<file path="src/hdl/agpsb_pkg.sv">
// Shared constants and types for the sideband master link
package agpsb_pkg;
  localparam int unsigned STATUS_W = 3;
  localparam int unsigned AD_W     = 32;
  localparam int unsigned CBE_W    = 4;
  localparam int unsigned BLK_CLKS = 4;
  localparam logic [2:0] ST_LP_READ  = 3'h0;
  localparam logic [2:0] ST_HP_READ  = 3'h1;
  localparam logic [2:0] ST_LP_WRITE = 3'h2;
  localparam logic [2:0] ST_HP_WRITE = 3'h3;
  localparam logic [2:0] ST_START    = 3'h7;
  localparam logic [3:0] CMD_READ    = 4'h0;
  localparam logic [3:0] CMD_WRITE   = 4'h4;
  localparam logic [31:0] AD_RESET   = 32'h0;
  localparam logic [3:0] CBE_IDLE_N  = 4'hf;
  typedef enum logic [2:0] {
    AGPSB_ACT_NONE, AGPSB_ACT_LP_RD, AGPSB_ACT_HP_RD,
    AGPSB_ACT_LP_WR, AGPSB_ACT_HP_WR, AGPSB_ACT_START
  } agpsb_act_e;
endpackage : agpsb_pkg

</file>
<file path="src/hdl/agpsb_if.sv">
// Link carrier between the device end and the chipset end
`timescale 1ns/1ns
`default_nettype none
interface agpsb_if;
  import agpsb_pkg::*;
  logic [2:0]  arbiter_status_code;
  logic        bus_grant_n;
  logic        read_buffer_full_n;
  logic        pipelined_request_n_o;
  logic        pipelined_request_oe;
  logic [31:0] addr_data_bus_dev;
  logic        addr_data_bus_dev_oe;
  logic [31:0] addr_data_bus_tgt;
  logic        addr_data_bus_tgt_oe;
  logic [3:0]  command_byte_enable_n;
  logic        command_byte_enable_oe;
  logic        initiator_ready_n;
  logic        target_ready_n;
  logic        cycle_frame_n;
  logic        address_strobe_0_oe;
  logic        address_strobe_1_oe;
  // Resolved pipe level: pulled high when nobody drives
  logic        pipe_level_n;
  assign pipe_level_n = pipelined_request_oe ? pipelined_request_n_o : 1'b1;
  modport device (
    input  arbiter_status_code, bus_grant_n, addr_data_bus_tgt, target_ready_n,
    output read_buffer_full_n, pipelined_request_n_o, pipelined_request_oe,
    output addr_data_bus_dev, addr_data_bus_dev_oe, command_byte_enable_n,
    output command_byte_enable_oe, initiator_ready_n, cycle_frame_n,
    output address_strobe_0_oe, address_strobe_1_oe
  );
  modport chipset (
    output arbiter_status_code, bus_grant_n, addr_data_bus_tgt, addr_data_bus_tgt_oe,
    output target_ready_n,
    input  read_buffer_full_n, pipe_level_n, addr_data_bus_dev, command_byte_enable_n,
    input  initiator_ready_n, cycle_frame_n
  );
endinterface : agpsb_if
`default_nettype wire

</file>
<file path="src/hdl/agpsb_device.sv">
// Device end: status decode, pipelined requests, buffer-full flow control
`timescale 1ns/1ns
`default_nettype none
module agpsb_device
  import agpsb_pkg::*;
(
  // Clock and reset
  input  wire logic        clk_i,
  input  wire logic        rstn_i,
  // Request source
  input  wire logic        req_valid_i,
  input  wire logic [31:0] req_addr_i,
  input  wire logic        req_write_i,
  input  wire logic        pci_req_i,
  // Write data source
  input  wire logic [31:0] wr_data_i,
  input  wire logic [3:0]  wr_be_i,
  // Read sink
  input  wire logic        lp_room_i,
  input  wire logic        rd_ready_i,
  output logic             rd_valid_o,
  output logic             rd_high_o,
  output logic [31:0]      rd_data_o,
  // Status
  output logic             req_taken_o,
  output logic             wr_taken_o,
  output logic             wr_high_o,
  output logic             frame_start_o,
  // Link
  agpsb_if.device          link
);
  typedef enum logic [1:0] {AGPSB_IDLE, AGPSB_PIPE, AGPSB_PARK} agpsb_pipe_e;

  agpsb_act_e  act;
  agpsb_pipe_e pipe_q;
  logic        pipe_n_q, pipe_oe_q, rbf_n_q, frame_n_q, irdy_n_q, ad_oe_q, cbe_oe_q;
  logic [31:0] ad_q;
  logic [3:0]  cbe_n_q;
  logic [1:0]  blk_q;

  ////////////////////////////////////////////////////////////////////////
  // Status decode under grant
  always_comb begin
    act = AGPSB_ACT_NONE;
    if (!link.bus_grant_n) begin
      case (link.arbiter_status_code)
        ST_LP_READ:  act = AGPSB_ACT_LP_RD;
        ST_HP_READ:  act = AGPSB_ACT_HP_RD;
        ST_LP_WRITE: act = AGPSB_ACT_LP_WR;
        ST_HP_WRITE: act = AGPSB_ACT_HP_WR;
        ST_START:    act = AGPSB_ACT_START;
        default:     act = AGPSB_ACT_NONE;
      endcase
    end
  end

  ////////////////////////////////////////////////////////////////////////
  // Pipe sequencer: own, drive, park high one clock, release
  always_ff @(posedge clk_i) begin
    if (!rstn_i) begin
      pipe_q    <= AGPSB_IDLE;
      pipe_n_q  <= 1'b1;
      pipe_oe_q <= 1'b0;
    end else begin
      case (pipe_q)
        AGPSB_IDLE: begin
          if (act == AGPSB_ACT_START && req_valid_i && !pci_req_i) begin
            pipe_q    <= AGPSB_PIPE;
            pipe_n_q  <= 1'b0;
            pipe_oe_q <= 1'b1;
          end
        end
        AGPSB_PIPE: begin
          if (!req_valid_i || link.bus_grant_n) begin
            pipe_q   <= AGPSB_PARK;
            pipe_n_q <= 1'b1;
          end
        end
        AGPSB_PARK: begin
          pipe_q    <= AGPSB_IDLE;
          pipe_oe_q <= 1'b0;
        end
        default: pipe_q <= AGPSB_IDLE;
      endcase
    end
  end

  // Request handshake: one taken per edge while pipe is low
  always_ff @(posedge clk_i) begin
    if (!rstn_i) begin
      req_taken_o <= 1'b0;
    end else begin
      req_taken_o <= (pipe_q == AGPSB_PIPE && req_valid_i && !link.bus_grant_n) ||
                     (pipe_q == AGPSB_IDLE && act == AGPSB_ACT_START && req_valid_i &&
                      !pci_req_i);
    end
  end

  ////////////////////////////////////////////////////////////////////////
  // Address/data and command lines
  always_ff @(posedge clk_i) begin
    if (!rstn_i) begin
      ad_q     <= AD_RESET;
      ad_oe_q  <= 1'b0;
      cbe_n_q  <= CBE_IDLE_N;
      cbe_oe_q <= 1'b0;
      irdy_n_q <= 1'b1;
    end else if (req_valid_i && !link.bus_grant_n &&
                 (pipe_q == AGPSB_PIPE || (pipe_q == AGPSB_IDLE &&
                  act == AGPSB_ACT_START && !pci_req_i))) begin
      ad_q     <= req_addr_i;
      ad_oe_q  <= 1'b1;
      cbe_n_q  <= ~(req_write_i ? CMD_WRITE : CMD_READ);
      cbe_oe_q <= 1'b1;
      irdy_n_q <= 1'b1;
    end else if (act == AGPSB_ACT_LP_WR || act == AGPSB_ACT_HP_WR) begin
      ad_q     <= wr_data_i;
      ad_oe_q  <= 1'b1;
      cbe_n_q  <= ~wr_be_i;
      cbe_oe_q <= 1'b1;
      irdy_n_q <= 1'b0;
    end else begin
      ad_oe_q  <= 1'b0;
      cbe_oe_q <= 1'b0;
      cbe_n_q  <= CBE_IDLE_N;
      irdy_n_q <= !((act == AGPSB_ACT_LP_RD || act == AGPSB_ACT_HP_RD) &&
                    (blk_q == 2'h0 || rd_ready_i));
    end
  end

  // Write-phase status; waits never inserted once ready
  always_ff @(posedge clk_i) begin
    if (!rstn_i) begin
      wr_taken_o <= 1'b0;
      wr_high_o  <= 1'b0;
    end else begin
      wr_taken_o <= act == AGPSB_ACT_LP_WR || act == AGPSB_ACT_HP_WR;
      wr_high_o  <= act == AGPSB_ACT_HP_WR;
    end
  end

  // Plain bus cycle start on grant code 111
  always_ff @(posedge clk_i) begin
    if (!rstn_i) begin
      frame_n_q     <= 1'b1;
      frame_start_o <= 1'b0;
    end else begin
      frame_n_q     <= !(act == AGPSB_ACT_START && pci_req_i && pipe_q == AGPSB_IDLE);
      frame_start_o <= act == AGPSB_ACT_START && pci_req_i && pipe_q == AGPSB_IDLE;
    end
  end

  ////////////////////////////////////////////////////////////////////////
  // Read return capture, counts within a block
  always_ff @(posedge clk_i) begin
    if (!rstn_i) begin
      rd_valid_o <= 1'b0;
      rd_high_o  <= 1'b0;
      rd_data_o  <= AD_RESET;
      blk_q      <= 2'h0;
    end else begin
      rd_valid_o <= !link.target_ready_n &&
                    (act == AGPSB_ACT_LP_RD || act == AGPSB_ACT_HP_RD);
      rd_high_o  <= act == AGPSB_ACT_HP_RD;
      rd_data_o  <= link.addr_data_bus_tgt;
      if (!link.target_ready_n && (act == AGPSB_ACT_LP_RD || act == AGPSB_ACT_HP_RD))
        blk_q <= 2'(blk_q + 2'h1);
      else if (act != AGPSB_ACT_LP_RD && act != AGPSB_ACT_HP_RD)
        blk_q <= 2'h0;
    end
  end

  // Buffer-full: low when sink has no room for low-priority data
  always_ff @(posedge clk_i) begin
    if (!rstn_i) begin
      rbf_n_q <= 1'b1;
    end else begin
      rbf_n_q <= lp_room_i;
    end
  end

  assign link.read_buffer_full_n     = rbf_n_q;
  assign link.pipelined_request_n_o  = pipe_n_q;
  assign link.pipelined_request_oe   = pipe_oe_q;
  assign link.addr_data_bus_dev      = ad_q;
  assign link.addr_data_bus_dev_oe   = ad_oe_q;
  assign link.command_byte_enable_n  = cbe_n_q;
  assign link.command_byte_enable_oe = cbe_oe_q;
  assign link.initiator_ready_n      = irdy_n_q;
  assign link.cycle_frame_n          = frame_n_q;
  // Strobes never driven; single-edge transfers only
  assign link.address_strobe_0_oe    = 1'b0;
  assign link.address_strobe_1_oe    = 1'b0;
endmodule // agpsb_device
`default_nettype wire

</file>
<file path="src/flat_wrapper.sv">
// flat-port wrapper written by rule: the top's interface ports become plain ports
module agpsb_device_flat import agpsb_pkg::*;
  (clk_i, rstn_i, req_valid_i, req_addr_i, req_write_i, pci_req_i, wr_data_i, wr_be_i, lp_room_i, rd_ready_i, rd_valid_o, rd_high_o, rd_data_o, req_taken_o, wr_taken_o, wr_high_o, frame_start_o, link_arbiter_status_code, link_bus_grant_n, link_addr_data_bus_tgt, link_target_ready_n, link_read_buffer_full_n, link_pipelined_request_n_o, link_pipelined_request_oe, link_addr_data_bus_dev, link_addr_data_bus_dev_oe, link_command_byte_enable_n, link_command_byte_enable_oe, link_initiator_ready_n, link_cycle_frame_n, link_address_strobe_0_oe, link_address_strobe_1_oe);
  agpsb_if link_i ();
  input  wire logic clk_i;
  input  wire logic rstn_i;
  input  wire logic req_valid_i;
  input  wire logic [31:0] req_addr_i;
  input  wire logic req_write_i;
  input  wire logic pci_req_i;
  input  wire logic [31:0] wr_data_i;
  input  wire logic [3:0] wr_be_i;
  input  wire logic lp_room_i;
  input  wire logic rd_ready_i;
  output logic rd_valid_o;
  output logic rd_high_o;
  output logic [31:0] rd_data_o;
  output logic req_taken_o;
  output logic wr_taken_o;
  output logic wr_high_o;
  output logic frame_start_o;
  input wire logic [$bits(link_i.arbiter_status_code)-1:0] link_arbiter_status_code;
  input wire logic [$bits(link_i.bus_grant_n)-1:0] link_bus_grant_n;
  input wire logic [$bits(link_i.addr_data_bus_tgt)-1:0] link_addr_data_bus_tgt;
  input wire logic [$bits(link_i.target_ready_n)-1:0] link_target_ready_n;
  output wire logic [$bits(link_i.read_buffer_full_n)-1:0] link_read_buffer_full_n;
  output wire logic [$bits(link_i.pipelined_request_n_o)-1:0] link_pipelined_request_n_o;
  output wire logic [$bits(link_i.pipelined_request_oe)-1:0] link_pipelined_request_oe;
  output wire logic [$bits(link_i.addr_data_bus_dev)-1:0] link_addr_data_bus_dev;
  output wire logic [$bits(link_i.addr_data_bus_dev_oe)-1:0] link_addr_data_bus_dev_oe;
  output wire logic [$bits(link_i.command_byte_enable_n)-1:0] link_command_byte_enable_n;
  output wire logic [$bits(link_i.command_byte_enable_oe)-1:0] link_command_byte_enable_oe;
  output wire logic [$bits(link_i.initiator_ready_n)-1:0] link_initiator_ready_n;
  output wire logic [$bits(link_i.cycle_frame_n)-1:0] link_cycle_frame_n;
  output wire logic [$bits(link_i.address_strobe_0_oe)-1:0] link_address_strobe_0_oe;
  output wire logic [$bits(link_i.address_strobe_1_oe)-1:0] link_address_strobe_1_oe;
  assign link_i.arbiter_status_code = link_arbiter_status_code;
  assign link_i.bus_grant_n = link_bus_grant_n;
  assign link_i.addr_data_bus_tgt = link_addr_data_bus_tgt;
  assign link_i.target_ready_n = link_target_ready_n;
  assign link_read_buffer_full_n = link_i.read_buffer_full_n;
  assign link_pipelined_request_n_o = link_i.pipelined_request_n_o;
  assign link_pipelined_request_oe = link_i.pipelined_request_oe;
  assign link_addr_data_bus_dev = link_i.addr_data_bus_dev;
  assign link_addr_data_bus_dev_oe = link_i.addr_data_bus_dev_oe;
  assign link_command_byte_enable_n = link_i.command_byte_enable_n;
  assign link_command_byte_enable_oe = link_i.command_byte_enable_oe;
  assign link_initiator_ready_n = link_i.initiator_ready_n;
  assign link_cycle_frame_n = link_i.cycle_frame_n;
  assign link_address_strobe_0_oe = link_i.address_strobe_0_oe;
  assign link_address_strobe_1_oe = link_i.address_strobe_1_oe;
  agpsb_device u_core (.clk_i(clk_i), .rstn_i(rstn_i), .req_valid_i(req_valid_i), .req_addr_i(req_addr_i), .req_write_i(req_write_i), .pci_req_i(pci_req_i), .wr_data_i(wr_data_i), .wr_be_i(wr_be_i), .lp_room_i(lp_room_i), .rd_ready_i(rd_ready_i), .rd_valid_o(rd_valid_o), .rd_high_o(rd_high_o), .rd_data_o(rd_data_o), .req_taken_o(req_taken_o), .wr_taken_o(wr_taken_o), .wr_high_o(wr_high_o), .frame_start_o(frame_start_o), .link(link_i));
endmodule
</file>
<file path="config.mk">
export PLATFORM = sky130hd
export DESIGN_NAME = agpsb_device_flat
export DESIGN_NICKNAME = d
export VERILOG_FILES = /design/src/hdl/agpsb_pkg.sv /design/src/hdl/agpsb_if.sv /design/src/hdl/agpsb_device.sv /design/src/flat_wrapper.sv
export SDC_FILE = /design/constraint.sdc
export NUM_CORES = 1
export LEC_CHECK = 0
export BUFFER_PORTS_ARGS = -buffer_cell sky130_fd_sc_hd__buf_2
export CAP_MARGIN = 15
export CORE_UTILIZATION = 40
export CTS_CLUSTER_SIZE = 16
export DETAILED_ROUTE_END_ITERATION = 7
export GPL_TIMING_DRIVEN = 0
export PLACE_DENSITY = 0.77
export SLEW_MARGIN = 25
export SYNTH_ARGS = -nofsm -noshare
export SYNTH_HDL_FRONTEND = slang
export SYNTH_SLANG_ARGS = --single-unit
</file>
<file path="constraint.sdc">
create_clock -name clk_i -period 1.4 [get_ports clk_i]
set_input_delay 0 -clock clk_i [delete_from_list [all_inputs] [get_ports clk_i]]
set_output_delay 0 -clock clk_i [all_outputs]
set_load 0.01 [all_outputs]
</file>
# Word level (Yosys, flattened, before mapping)
# Index checks and enable logic that the tools add are counted.
[totals]
ff_bits = 84
in_bits = 112
output_inout_bits = 83
word_cells = 94
[op_classes]
add_sub_neg = 1
n_eq_ne = 15
muxes = 20
bitwise = 3
n_reduce_logical = 38
[op_table]
columns = ["op", "count"]
rows = [
  ["$mux 32", 2],
  ["$logic_and 1x1->1", 15],
  ["$pmux 3 s5", 1],
  ["$eq 3x2->1 const B", 4],
  ["$eq 3x3->1 const B", 3],
  ["$mux 2", 4],
  ["$mux 4", 2],
  ["$not 4->4", 2],
  ["$reduce_bool 2->1", 4],
  ["$eq 3x1->1 const B", 2],
  ["$logic_not 1->1", 6],
  ["$logic_or 1x1->1", 6],
  ["$mux 1", 6],
  ["$mux 3", 2],
  ["$logic_not 2->1", 2],
  ["$ne 2x1->1 const B", 2],
  ["$pmux 1 s2", 2],
  ["$pmux 2 s2", 1],
  ["$reduce_and 2->1", 2],
  ["$logic_not 3->1", 1],
  ["$ne 3x1->1 const B", 1],
  ["$ne 3x2->1 const B", 1],
  ["$reduce_and 3->1", 1],
  ["$add 2x1->2 const B", 1],
  ["4 further kinds", 4],
]

# Logic depth before layout (Yosys ltp)
[depth]
depth_word = 9
depth_mapped = 5
depth_no_buf = 4

# Worst setup path before layout
# Ideal clock, no wire load.
[synth_timing]
kind = "reg2reg"
from = "register u_core.pipe_q[1]"
to = "register u_core.ad_q[0] (netlist: u_core.link.addr_data_bus_dev[0])"
setup_ns = 0.129
arrival_time_ns = 1.207
required_time_ns = 1.271
setup_slack_ns = 0.064
path_stages_with_launch = 6
n_path_buf = 2
synth_period_minus_slack_ns = 1.336
cell_sequence = "dfxtp_1 nor4bb_1 buf_6 a211o_4 buf_6 o221ai_2"
[synth_via]
elab_chain_cells = 6
elab_cells_between_ends = 8
classes_between = "1 x eq/ne; 1 x mux; 6 x reduce/logical"
[synth_lines]
columns = ["element", "line", "rtl"]
rows = [
  ["start, declared", "agpsb_device.sv:35", "agpsb_pipe_e pipe_q;"],
  ["start signal, assigned", "agpsb_device.sv:61", "pipe_q <= AGPSB_IDLE;"],
  ["start signal, assigned", "agpsb_device.sv:68", "pipe_q <= AGPSB_PIPE;"],
  ["start signal, assigned", "agpsb_device.sv:75", "pipe_q <= AGPSB_PARK;"],
  ["$logic_not 2->1", "agpsb_device.sv:109", "(pipe_q == AGPSB_PIPE || (pipe_q == AGPSB_IDLE &&"],
  ["$logic_and 1x1->1", "agpsb_device.sv:109", ""],
  ["$logic_and 1x1->1", "agpsb_device.sv:110", "act == AGPSB_ACT_START && !pci_req_i))) begin"],
  ["$logic_or 1x1->1 (*)", "agpsb_device.sv:109", ""],
  ["$logic_and 1x1->1 (*)", "agpsb_device.sv:108", "end else if (req_valid_i && !link.bus_grant_n &&"],
  ["$mux 32 / $reduce_bool 2->1 (equally long branches)", "-", ""],
  ["end signal, assigned", "agpsb_device.sv:111", "ad_q <= req_addr_i;"],
  ["end signal, assigned", "agpsb_device.sv:117", "ad_q <= wr_data_i;"],
  ["end, declared", "agpsb_device.sv:37", "logic [31:0] ad_q;"],
]
# Every way passes the cells marked *; elsewhere a longest branch is shown, timed or not.
# A chain may end at the register's enable or synchronous reset.

# Worst setup path in the final report
[layout_timing]
from = "register u_core.pipe_q[0]"
to = "register u_core.ad_q[3] (netlist: u_core.link.addr_data_bus_dev[3])"
# Same word-level chain as after synthesis.

==> run_results.csv <==
group,metric,value,unit
run_status,status,"finished, violations left",
run_status,failed_checks,"setup timing",
cts,clock_latency,0.34,ns
synthesis,ys_types,32,
global_routing,antenna_found_initial,0,
global_routing,grt_pass1_wl,17500,um
setup_path,crit_type,"flop to flop",
synthesis,synth_mux_area_share,9.95,%
power,power-per-cell-area,902,nW/um2
floorplanning,core,8260,um2
final_layout,drive_gt1_share,41.4,%
route,drt_wl_total,11600,um
sta,fin_crit,1.45,ns
route,wire_per_inst,15.6,um
cts,cts_buffer_depth,2,
floorplanning,dieArea,8950,um2
setup_path,worst-r2r-cell-count,5,
synthesis,mappedNetlistArea,3430,um2
worst_hold_path,min_from,"wr_data_i[30]",
global_routing,grt.total_usage,25.6,%
sta,worstMarginPinSlew,0.592,ns
sta,rsz0062_at_grt,"true",
flow_run,cap_violations,0,
cts,cts_buffers,9,
synthesis,yosysWarnings,0,
setup_path,worst_ep_arrival_time,1.71,ns
floorplanning,initial_core_util,41.6,%
setup_path,critPathCaptureType,"flop",
synthesis,synth_top_family_by_area,"simple AND/OR/NAND/NOR gates",
synthesis,synthAdderAreaFrac,0.365,%
synthesis,synth.ff_latch_count,84,
sta,clock_skew,0.0103,ns
final_layout,fin_nets,748,
synthesis,avgSynthCellArea,10.8,um2
route,first_iter_violations,122,
sta,hold_viol,0,
power,p_leak,2.66,nW
worst_hold_path,min_to,"u_core.link.addr_data_bus_dev[30]",
floorplanning,fp.dieH,94.6,um
route,vias_per_cell,4.93,
cts,cts_sinks,84,
global_routing,grt_max_degree,15,
synthesis,synthCells,319,
setup_path,r2r-start,"u_core.pipe_q[0]",
setup_path,startpoint_type,"flop",
place,io_buffer_count,192,
synthesis,ys_seq_area_share,49.0,%
final_layout,syn_to_final_growth,72.4,%
setup_path,reg2reg_to,"u_core.link.addr_data_bus_dev[3]",
route,vias,3672,
cts,tritoncts,"built",
cts,root_buffer,"clkbuf_8",
sta,worst_slack,-0.0508,ns
worst_hold_path,whs_path_depth,3,
floorplanning,placementRows,33,
sta,slew_headroom,60.5,%
sta,post-route-period-util,104,%
final_layout,n_fill_cell,599,
synthesis,synth_simple_gate_area_share,19.7,%
sta,setup_violations,30,
cts,htree_levels,3,
synthesis,synth_compound_area_share,15.2,%
setup_path,worst-r2r-setup-slack,-0.05,ns
global_routing,first_global_vias,3797,
setup_path,cp_max_fo,10,
worst_hold_path,min_path_type,"input port to flop",
sta,max_freq,689,MHz
sta,holdWs,0.0172,ns
global_routing,grt_overflow,0,
sta,drv_slew,0,
setup_path,required,1.66,ns
route,drt_first_pass_iters,4,
synthesis,synth_xor_area_share,0.255,%
route,drc,0,
floorplanning,pin_count,195,
cts,clk_pin_slew,0.09,ns
place,placed_cell_area,4530,um2
route,route.antenna.remaining_nets,0,
final_layout,stdcell_area,5920,um2
floorplanning,die_w,94.6,um
power,ir_drop,622,uV
place,place.gp.congestion,0.771,
final_layout,antennaDiodeCount,0,
place,dpl.hpwl,6890,um
-- logic make-up (layout without fill, tap and decap cells) --
logic type                 after synthesis  in the layout
xor gates and xnor gates                 1              1
other                                    1              2
AOI/OAI and AO/OA                       38             38
muxes                                   34             34
adders and majority gates                1              1
DFF                                     84             84
buffers and inverters                   33            353
and+or+nand+nor                        127            127
-- power by group --
part	leakage [nW]	switching [mW]	internal [mW]
combinational	1.87	0.408	0.525
clock	0.104	0.871	1.02
sequential	0.691	0.0341	2.48
-- cell usage after synthesis --
cell,count,area share (%)
and3_1,1,0.18
nor3b_1,2,0.44
xor2_1,1,0.26
mux2_2,1,0.33
nand2b_1,3,0.55
a211o_4,1,0.51
conb_1,1,0.11
nor4b_4,1,0.69
o221ai_1,2,0.51
nor2b_1,3,0.55
nor2_1,7,0.77
inv_1,5,0.55
o311ai_0,1,0.26
nand2_1,35,3.8
nor4bb_1,1,0.29
buf_2,7,1.0
a21oi_1,2,0.29
dfxtp_1,84,49
buf_6,4,1.3
and2_1,33,6.0
and4b_4,1,0.40
ha_1,1,0.36
a21oi_2,1,0.26
nand4_1,1,0.18
buf_4,6,1.3
clkbuf_1,11,1.2
nand3_1,36,5.2
mux2i_1,33,9.6
nor3_1,2,0.29
a221o_1,1,0.29
and4_1,1,0.26
o221ai_2,30,13
-- sequential cells by signal, summed over array words and instances, names as in the netlist, 2 cells and up --
register	cells
u_core.link.addr_data_bus_dev	32
u_core.rd_data_o	32
u_core.link.command_byte_enable_n	4
u_core.blk_q	2
u_core.pipe_q	2
-- cells in the final DEF, fill, tap and decap left out, types with 7 or more instances in the layout --
master         instances
and2_1                33
buf_2                196
buf_4                  9
clkbuf_1              13
clkbuf_8               9
dfxtp_1               82
dlygate4sd3_1        109
mux2i_1               33
nand2_1               34
nand3_1               36
nor2_1                 7
o221ai_2              30
-- routing by layer --
metal / global-route usage (%) / up-vias / part of all wire [%]
met4: 12.4 / 0 / 2.8
met2: 45.9 / 194 / 49
met3: 8.62 / 36 / 9.8
met1: 26.7 / 1676 / 38
met5: 0 / - / 0
li1: - / 1766 / -
-- through the flow --
| stage | utilization [%] | power [mW] | std cells | setup WS [ns] | TNS [ns] |
|---|---|---|---|---|---|
| after CTS | 71.2 | 5.34 | 744 | -0.0399 | -0.506 |
| after floorplan | - | 2.90 | 320 | 0.0643 | 0 |
| after detailed placement | 54.8 | 3.22 | 617 | -0.144 | -4.10 |
| final | 71.7 | 5.34 | 745 | -0.0508 | -0.802 |
| after global placement | 54.8 | 3.21 | 617 | -0.134 | -4.02 |
| after global routing | 71.7 | 5.56 | 745 | -0.135 | -3.52 |
-- critical path, cell delays in order, from the launching register on --
cell      delay [ns]
dfxtp_2         0.36
nor4bb_2        0.18
buf_6           0.14
a211o_4         0.33
buf_12          0.17
o221ai_2        0.18
-- what timing repair did --
action                                 in CTS  in global routing
endpoints found under the hold margin      79                  0
setup endpoints to repair                  32                 32
hold buffers                              109                  0
buffers inserted                            2                  1
pin swaps                                   3                  4
resized for setup                           8                 11
-- worst max-delay path by stage --
stage | start | endpoint | depth (start not counted)
global placement | u_core.pipe_q[0] | u_core.link.addr_data_bus_dev[26] | 4
global route | u_core.pipe_q[1] | u_core.link.addr_data_bus_dev[1] | 4
floorplan | u_core.pipe_q[1] | u_core.link.addr_data_bus_dev[0] | 5
detailed placement | u_core.pipe_q[0] | u_core.link.addr_data_bus_dev[6] | 4
CTS | u_core.pipe_q[0] | u_core.link.addr_data_bus_dev[1] | 5
finish | u_core.pipe_q[0] | u_core.link.addr_data_bus_dev[3] | 5
-- layout make-up --
cell class,instances,area [um2],area share [%]
buffer,28,206,3.49
inverter,5,18.8,0.317
timing repair buffer,304,2070,35.1
multi-input combinational,203,1590,26.8
clock buffer,11,131,2.22
clock inverter,5,85.1,1.44
sequential,84,1680,28.5
tap,105,131,2.22
No activity file was read; power rests on OpenSTA's default activity.
